`config.mk`:
```
export PLATFORM = sky130hd
export DESIGN_NAME = card_reader_station_interface
export DESIGN_NICKNAME = d
export VERILOG_FILES = /design/src/card_pkg.sv /design/src/card_reader_station_interface.sv /design/src/card_column_check.sv
export SDC_FILE = /design/constraint.sdc
export NUM_CORES = 1
export LEC_CHECK = 0
export BUFFER_PORTS_ARGS = -buffer_cell sky130_fd_sc_hd__buf_4
export CORE_MARGIN = 2
export CORE_UTILIZATION = 40
export CTS_CLUSTER_SIZE = 16
export DETAILED_ROUTE_END_ITERATION = 8
export MAX_ROUTING_LAYER = met4
export SETUP_SLACK_MARGIN = 0.02
export SLEW_MARGIN = 20
export SYNTH_ARGS = -nofsm -noshare
export SYNTH_HDL_FRONTEND = slang
export SYNTH_SLANG_ARGS = --single-unit
```
`constraint.sdc`:
```
create_clock -name clk_sys_in -period 7.2 [get_ports clk_sys_in]
set_clock_uncertainty 0.05 [all_clocks]
set_input_delay 1.44 -clock clk_sys_in [delete_from_list [all_inputs] [get_ports clk_sys_in]]
set_output_delay 1.44 -clock clk_sys_in [all_outputs]
set_load 0.05 [all_outputs]
```
`src/card_pkg.sv`:
```
// shared types and constants for the card reader station interface
`default_nettype none
package card_pkg;
  localparam int WORD_W = 16;
  localparam int STN_W = 3;
  localparam int COL_W = 12;
  localparam int COLS = 80;
  localparam int PAR_COL = 79;
  localparam int CNT_COL = 80;
  localparam logic [STN_W-1:0] STN_DEAD0 = 3'h0;
  localparam logic [STN_W-1:0] STN_DATA = 3'h1;
  localparam logic [STN_W-1:0] STN_DEAD3 = 3'h3;
  // function word bit positions
  localparam int FN_CLR_CTL = 0;
  localparam int FN_CLR_INT = 1;
  localparam int FN_SEL_DATA = 2;
  localparam int FN_SEL_DONE = 3;
  localparam int FN_SEL_ALARM = 4;
  localparam int FN_OFFSET = 5;
  localparam int FN_FEED = 6;
  // level 1 status bit positions
  localparam int ST_READY = 0;
  localparam int ST_BUSY = 1;
  localparam int ST_INT = 2;
  localparam int ST_DATA = 3;
  localparam int ST_DONE = 4;
  localparam int ST_ALARM = 5;
  // interrupt source index
  localparam int IS_DATA = 0;
  localparam int IS_DONE = 1;
  localparam int IS_ALARM = 2;
  localparam logic [WORD_W-1:0] STATUS_RESET = 16'h0000;

  typedef enum logic [1:0] {
    REQ_FUNC,
    REQ_STATUS1,
    REQ_STATUS2,
    REQ_DATA
  } req_kind_t;

  typedef struct packed {
    logic valid;
    req_kind_t kind;
    logic [STN_W-1:0] station;
    logic [WORD_W-1:0] word;
  } chan_req_t;

  typedef struct packed {
    logic reply;
    logic reject;
  } chan_ans_t;
endpackage : card_pkg
`default_nettype wire

```
`src/card_reader_station_interface.sv`:
```
// card reader controller: station decode, answers, status and interrupts
`timescale 1ns/1ps
`default_nettype none
module card_reader_station_interface (
  input wire logic clk_sys_in,
  input wire logic rst_in,
  input wire card_pkg::chan_req_t req_in,
  output card_pkg::chan_ans_t ans_out,
  output logic [card_pkg::WORD_W-1:0] rd_word_out,
  input wire logic ready_in,
  input wire logic busy_in,
  input wire logic data_ready_in,
  input wire logic alarm_in,
  input wire logic operation_done_in,
  input wire logic [2:0] mask_in,
  output logic [2:0] int_req_out,
  output logic offset_out,
  output logic feed_out,
  input wire logic col_valid_in,
  input wire logic [card_pkg::COL_W-1:0] col_data_in,
  output logic card_done_out,
  output logic card_err_out
);
  typedef struct packed {
    logic [2:0] int_en;
    logic done_flag;
    logic [2:0] int_req;
    logic [card_pkg::WORD_W-1:0] rd_word;
    logic [card_pkg::COL_W-1:0] col_word;
    logic offset;
    logic feed;
  } ctl_state_t;

  ctl_state_t st_reg;
  ctl_state_t st_next;

  function automatic logic [2:0] int_sources(input logic [2:0] en,
                                             input logic done_flag,
                                             input logic data_rdy,
                                             input logic alarm,
                                             input logic [2:0] mask);
    logic [2:0] cond;
    cond = {alarm, done_flag, data_rdy};
    return cond & en & mask;
  endfunction : int_sources

  function automatic logic [card_pkg::WORD_W-1:0] level1(
      input logic [2:0] irq, input logic done_flag, input logic ready,
      input logic busy, input logic data_rdy, input logic alarm);
    logic [card_pkg::WORD_W-1:0] w;
    w = card_pkg::STATUS_RESET;
    w[card_pkg::ST_READY] = ready;
    w[card_pkg::ST_BUSY] = busy;
    w[card_pkg::ST_INT] = |irq;
    w[card_pkg::ST_DATA] = data_rdy;
    w[card_pkg::ST_DONE] = done_flag;
    w[card_pkg::ST_ALARM] = alarm;
    return w;
  endfunction : level1

  logic on_data;
  logic dead_stn;
  logic is_func;
  logic fn_take;
  logic [card_pkg::WORD_W-1:0] fw;

  assign on_data = req_in.station == card_pkg::STN_DATA;
  assign dead_stn = req_in.station == card_pkg::STN_DEAD0 ||
                    req_in.station == card_pkg::STN_DEAD3;
  assign is_func = req_in.kind == card_pkg::REQ_FUNC;
  assign fn_take = req_in.valid & is_func & on_data;
  assign fw = req_in.word;

  // answers are combinational so the channel sees them in the request cycle;
  // stations 0 and 3 stay silent on functions so the channel rejects itself
  always_comb begin
    ans_out.reject = 1'b0;
    ans_out.reply = req_in.valid & (on_data | (dead_stn & ~is_func));
  end

  always_comb begin
    st_next = st_reg;
    st_next.offset = 1'b0;
    st_next.feed = 1'b0;
    // completion sets the flag even when a clear lands in the same cycle
    if (fn_take && fw[card_pkg::FN_CLR_CTL]) begin
      st_next.int_en = 3'h0;
      st_next.done_flag = 1'b0;
    end
    if (fn_take && fw[card_pkg::FN_CLR_INT]) begin
      st_next.int_en = 3'h0;
    end
    if (operation_done_in) begin
      st_next.done_flag = 1'b1;
    end
    // selects act after the clears so one word can clear then arm
    if (fn_take) begin
      if (fw[card_pkg::FN_SEL_DATA]) st_next.int_en[card_pkg::IS_DATA] = 1'b1;
      if (fw[card_pkg::FN_SEL_DONE]) st_next.int_en[card_pkg::IS_DONE] = 1'b1;
      if (fw[card_pkg::FN_SEL_ALARM]) st_next.int_en[card_pkg::IS_ALARM] = 1'b1;
      st_next.offset = fw[card_pkg::FN_OFFSET];
      st_next.feed = fw[card_pkg::FN_FEED];
      // bits above the feed bit are undefined and ignored
    end
    st_next.int_req = int_sources(st_next.int_en, st_next.done_flag,
                                  data_ready_in, alarm_in, mask_in);
    if (col_valid_in) begin
      st_next.col_word = col_data_in;
    end
    if (req_in.valid && !is_func) begin
      if (dead_stn) begin
        st_next.rd_word = card_pkg::STATUS_RESET;
        st_next.rd_word[card_pkg::ST_READY] = ready_in;
      end else if (on_data) begin
        unique case (req_in.kind)
          card_pkg::REQ_STATUS1: st_next.rd_word = level1(st_reg.int_req,
              st_reg.done_flag, ready_in, busy_in, data_ready_in,
              alarm_in);
          card_pkg::REQ_STATUS2: st_next.rd_word = card_pkg::STATUS_RESET;
          card_pkg::REQ_DATA: st_next.rd_word = {4'h0, st_reg.col_word};
          default: st_next.rd_word = st_reg.rd_word;
        endcase
      end
    end
  end

  always_ff @(posedge clk_sys_in) begin
    if (rst_in) begin
      st_reg <= '0;
    end else begin
      st_reg <= st_next;
    end
  end

  assign rd_word_out = st_reg.rd_word;
  assign int_req_out = st_reg.int_req;
  assign offset_out = st_reg.offset;
  assign feed_out = st_reg.feed;

  card_column_check #(
    .COLS(card_pkg::COLS),
    .COL_W(card_pkg::COL_W)
  ) u_check (
    .clk_sys_in(clk_sys_in),
    .rst_in(rst_in),
    .col_valid_in(col_valid_in),
    .col_data_in(col_data_in),
    .card_done_out(card_done_out),
    .card_err_out(card_err_out)
  );

  property p_stn0_silent;
    @(posedge clk_sys_in) disable iff (rst_in)
    (req_in.valid && is_func && req_in.station == card_pkg::STN_DEAD0)
      |-> !ans_out.reply && !ans_out.reject;
  endproperty
  a_stn0_silent: assert property (p_stn0_silent)
    else $error("station 0 function was answered");

  property p_stn3;
    @(posedge clk_sys_in) disable iff (rst_in)
    (req_in.valid && req_in.station == card_pkg::STN_DEAD3)
      |-> (ans_out.reply == !is_func) && !ans_out.reject;
  endproperty
  a_stn3: assert property (p_stn3)
    else $error("station 3 answer wrong");

  property p_idle_status;
    @(posedge clk_sys_in) disable iff (rst_in)
    (req_in.valid && on_data && req_in.kind == card_pkg::REQ_STATUS1 &&
     st_reg.int_req == 3'h0 && !st_reg.done_flag && ready_in &&
     data_ready_in && !alarm_in && !busy_in)
      |=> rd_word_out == 16'h0009;
  endproperty
  a_idle_status: assert property (p_idle_status)
    else $error("idle status is not Ready and Data");

  property p_clr_ctl;
    @(posedge clk_sys_in) disable iff (rst_in)
    (fn_take && fw[card_pkg::FN_CLR_CTL] && fw[4:2] == 3'h0 &&
     !operation_done_in)
      |-> ans_out.reply ##1 (int_req_out == 3'h0 && !st_reg.done_flag);
  endproperty
  a_clr_ctl: assert property (p_clr_ctl)
    else $error("clear controller left an interrupt");

  property p_clr_int;
    @(posedge clk_sys_in) disable iff (rst_in)
    (fn_take && fw[card_pkg::FN_CLR_INT] && fw[4:2] == 3'h0)
      |-> ans_out.reply ##1 int_req_out == 3'h0;
  endproperty
  a_clr_int: assert property (p_clr_int)
    else $error("clear interrupts left an interrupt");

  property p_data_int;
    @(posedge clk_sys_in) disable iff (rst_in)
    (fn_take && fw[card_pkg::FN_SEL_DATA] && data_ready_in &&
     mask_in[card_pkg::IS_DATA])
      |=> int_req_out[card_pkg::IS_DATA] ##1
          (rd_word_out[card_pkg::ST_INT] || !$past(req_in.valid) ||
           $past(req_in.kind) != card_pkg::REQ_STATUS1 ||
           $past(req_in.station) != card_pkg::STN_DATA);
  endproperty
  a_data_int: assert property (p_data_int)
    else $error("data interrupt not raised");

  property p_done_quiet;
    @(posedge clk_sys_in) disable iff (rst_in)
    (fn_take && fw[card_pkg::FN_CLR_CTL] && !operation_done_in)
      ##1 (!operation_done_in)[*2]
      |-> !int_req_out[card_pkg::IS_DONE];
  endproperty
  a_done_quiet: assert property (p_done_quiet)
    else $error("done interrupt without completion");

  property p_alarm_quiet;
    @(posedge clk_sys_in) disable iff (rst_in)
    (!alarm_in)[*2] |-> !int_req_out[card_pkg::IS_ALARM];
  endproperty
  a_alarm_quiet: assert property (p_alarm_quiet)
    else $error("alarm interrupt without alarm");

  property p_offset_keeps;
    @(posedge clk_sys_in) disable iff (rst_in)
    (fn_take && fw[4:0] == 5'h00 && !operation_done_in)
      |-> ans_out.reply ##1 ($stable(st_reg.int_en) &&
                             $stable(st_reg.done_flag));
  endproperty
  a_offset_keeps: assert property (p_offset_keeps)
    else $error("offset or undefined function changed state");
endmodule : card_reader_station_interface
`default_nettype wire

```
`src/card_column_check.sv`:
```
// card column checker: even parity column and hole count column
`timescale 1ns/1ps
`default_nettype none
module card_column_check #(
  parameter int COLS = card_pkg::COLS,
  parameter int COL_W = card_pkg::COL_W
) (
  input wire logic clk_sys_in,
  input wire logic rst_in,
  input wire logic col_valid_in,
  input wire logic [COL_W-1:0] col_data_in,
  output logic card_done_out,
  output logic card_err_out
);
  generate
    if (COLS < 3 || COLS > 127 || COL_W < 1 || COL_W > 12) begin : g_bad
      $error("card_column_check: unsupported COLS or COL_W");
    end
  endgenerate

  typedef struct packed {
    logic [6:0] col_cnt;
    logic [COL_W-1:0] par;
    logic [11:0] holes;
    logic err;
    logic done;
  } chk_state_t;

  chk_state_t st_reg;
  chk_state_t st_next;

  function automatic logic [3:0] pop_count(input logic [COL_W-1:0] v);
    logic [3:0] n;
    n = 4'h0;
    for (int i = 0; i < COL_W; i++) begin
      n = n + {3'h0, v[i]};
    end
    return n;
  endfunction : pop_count

  always_comb begin
    logic [6:0] col_no;
    col_no = st_reg.col_cnt + 7'h01;
    st_next = st_reg;
    st_next.done = 1'b0;
    // error must survive the idle gaps between columns, dropped once reported
    st_next.err = st_reg.err & ~st_reg.done;
    if (col_valid_in) begin
      st_next.col_cnt = col_no;
      if (col_no <= 7'(COLS - 2)) begin
        st_next.par = st_reg.par ^ col_data_in;
        st_next.holes = st_reg.holes + {8'h00, pop_count(col_data_in)};
      end else if (col_no == 7'(COLS - 1)) begin
        // parity column makes every row even over the data columns
        st_next.err = st_reg.err | (col_data_in != st_reg.par);
      end else begin
        st_next.done = 1'b1;
        st_next.err = st_reg.err | (col_data_in != st_reg.holes[COL_W-1:0]);
        st_next.col_cnt = 7'h00;
        st_next.par = '0;
        st_next.holes = 12'h000;
      end
    end
  end

  always_ff @(posedge clk_sys_in) begin
    if (rst_in) begin
      st_reg <= '0;
    end else begin
      st_reg <= st_next;
    end
  end

  assign card_done_out = st_reg.done;
  assign card_err_out = st_reg.done & st_reg.err;

  property p_card_done;
    @(posedge clk_sys_in) disable iff (rst_in)
    (col_valid_in && st_reg.col_cnt == 7'(COLS - 1)) |=> card_done_out;
  endproperty
  a_card_done: assert property (p_card_done)
    else $error("card done not raised after last column");
endmodule : card_column_check
`default_nettype wire

```
==> results.tsv <==
metric	value	unit
syn_to_final_growth	14.6	%
ys_seq_area_frac	0.345	
syn_area_per_cell	8.98	µm²
cp_data_required_time	7.43	ns
worst_skew_pair.late_latency	0.34	ns
dieArea	0.0104	mm²
clock-sinks	66	
grt_pass1_wl	14300	µm
leakagePower	1.78	nW
worstSetupPathType	primary input to register	
place_ws	1.13	ns
ant_nets	0	
ys_seq_elements	66	
cts_setup_buffers	0	
hp-class	register to register	
min_period	5.77	ns
syn_area	0.00383	mm²
outcome	finished, final reports clean	
place_congestion	0.855	
combinationalPowerShare	0.251	
vdd_ir_drop_max	0.149	mV
cts_root_buffer	clkbuf_8	
setup_viol	0	
largest_reg_flops	32	
endpoint_kind	register	
yosysTopAreaCell	dfxtp_1	
cts_tree	built	
cts_resized	0	
tns	0	ns
h-tree-depth	3	
route.detailed.drc	0	
rows	35	
pin_count	70	
cts_inserted_buffers	9	
ys.flop_type	dfxtp_1	
syn_inst	426	
first_global_vias	3007	
hpwlAfterDp	6300	µm
max_cap_violations	0	
drive_above_1_share	0.217	
synth_edf_count	0	
path_clk_slew	0.08	ns
cp_max_fo	7	
nNetsFinal	528	
antenna_cells_inserted	0	
synth_top_area_frac	0.345	
cts_buffer_depth	2	
arrival	6.00	ns
grt_overflow	0	
fp.dieH	102	µm
yosysUniqueCellTypes	59	
wl_per_cell	14.4	µm
maxSlewViolCount	0	
power_density	219	mW/mm²
cts_hold_buffers	0	
period_share	0.802	
start_kind	primary input	
drtIter0Drc	134	
fillers	880	
final_hold_viol_count	0	
p_seq_frac	0.424	
routed_via_density	5.15	
worst_slack	1.43	ns
rsz0062_at_grt	no	
synthArstFlopShare	0	
max_freq	173	MHz
grt_max_degree	43	
p_clk_frac	0.325	
totalWireLength	8540	µm
max-slew-margin-rel	0.330	
vias	3060	
worst_pin_slew	1.00	ns
ys_top_cells_by_area	dfxtp_1 35%, ha_1 4.9%, fa_1 4.2%	
p_int	0.000664	W
antenna_found_initial	0	
yosys_warnings	0	
grt_usage	0.181	
power_switching	0.000295	W
port_buffers	55	
core	0.00924	mm²
start_util	0.414	
first_pass_iters	4	
die_x	102	µm
switching_share	0.308	
[cell usage after synthesis (2+ instances only)]
library cell	count
buf_1	2
nor4b_1	3
o21ai_0	21
dfxtp_1	66
nor2_2	2
o31ai_1	2
buf_4	21
o21a_1	2
nand4_1	3
nand3b_1	2
nand2b_1	3
o211ai_1	7
a22o_1	2
inv_1	34
a22oi_1	10
a21oi_2	16
fa_1	8
a21oi_1	12
xnor2_1	13
nor2b_1	5
o22ai_1	2
a211oi_1	4
xor2_1	11
nor2_4	4
or4_1	5
and3_1	4
mux2_2	2
a211o_1	2
or3_1	18
nor2_1	35
and3b_1	2
buf_2	3
nor4_1	4
nand3_1	5
mux2i_1	16
nand2_1	21
a222oi_1	6
clkbuf_1	9
ha_1	15
nor3_1	5
[final cells by class]
type | instances | area (µm²) | share of cell area
Inverter | 34 | 128 | 0.0291
Multi-Input combinational cell | 293 | 2160 | 0.492
Tap cell | 129 | 161 | 0.0368
Clock buffer | 12 | 145 | 0.0331
Timing Repair Buffer | 56 | 420 | 0.0959
Clock inverter | 4 | 51.3 | 0.0117
Sequential cell | 66 | 1320 | 0.301
[worst max-delay path, stage by stage]
cell and delay (ns):
buf_4 0.15, ha_1 0.29, inv_1 0.07, fa_1 0.42, fa_1 0.54, fa_1 0.43
fa_1 0.42, fa_1 0.39, xnor2_1 0.18, ha_1 0.35, a21oi_1 0.08, a21boi_0 0.28
o21a_1 0.18, nand2_1 0.12, or4_1 0.51, a21oi_2 0.14
[path summary, 6_finish.rpt]
kind	end	start	slack, ns	cells after the start
max	u_check.st_reg[13]	col_data_in[0]	1.43	16
max reg2reg	u_check.st_reg[1]	u_check.st_reg[26]	4.02	8
min reg2reg	st_reg[4]	st_reg[4]	0.45	2
min	st_reg[4]	st_reg[4]	0.45	2
[cell usage in the layout (no fill, tap or decap), drive strengths merged, types with 5 or more instances in the layout]
cell,count
a21oi,28
a222oi,6
a22oi,10
buf,56
clkbuf,12
conb,5
dfxtp,66
fa,8
ha,15
inv,34
mux2i,16
nand2,21
nand3,6
nor2,41
nor2b,5
nor3,5
o211ai,7
o21ai,22
or3,18
or4,5
xnor2,13
xor2,11
[power by group through the flow]
stage	Clock, W	Combinational (W)	Sequential, W
after CTS	0.000321	0.000241	0.000406
after global placement	0	0.000229	0.000414
final	0.000312	0.000240	0.000407
after detailed placement	0	0.000239	0.000415
after global routing	0.000339	0.000273	0.000410
after floorplan	0	0.000184	0.000408
[kinds of logic (layout without fill, tap and decap cells)]
group | Yosys count | count (layout) | share of synthesized area
and+or+nand+nor | 126 | 126 | 0.179
AOI/OAI and AO/OA | 97 | 97 | 0.185
buffers and inverters | 71 | 106 | 0.0961
DFF | 66 | 66 | 0.345
xor gates and xnor gates | 24 | 24 | 0.0549
adders and majority gates | 23 | 23 | 0.0909
muxes | 18 | 18 | 0.0477
other | 1 | 5 | 0.000980
[per-stage QoR]
stage / std cells / hold WS [ns] / cell area (µm²) / total power, W / utilization
CTS: 594 / 0.446 / 4390 / 0.000969 / 0.475
global route: 594 / 0.472 / 4390 / 0.00102 / 0.475
finish: 594 / 0.453 / 4390 / 0.000959 / 0.475
global placement: 578 / 0.414 / 4190 / 0.000644 / 0.453
detailed placement: 578 / 0.433 / 4190 / 0.000653 / 0.453
floorplan: 430 / 0.399 / 3840 / 0.000592 / -
[per-layer routing]
layer,track usage,vias to the layer above,share of wire
met5,-,-,0
met4,0.0561,0,0.012
met3,0.0283,9,0.034
met2,0.290,43,0.48
met1,0.233,1472,0.47
li1,-,1536,-
Power figures use the tool's default switching activity.
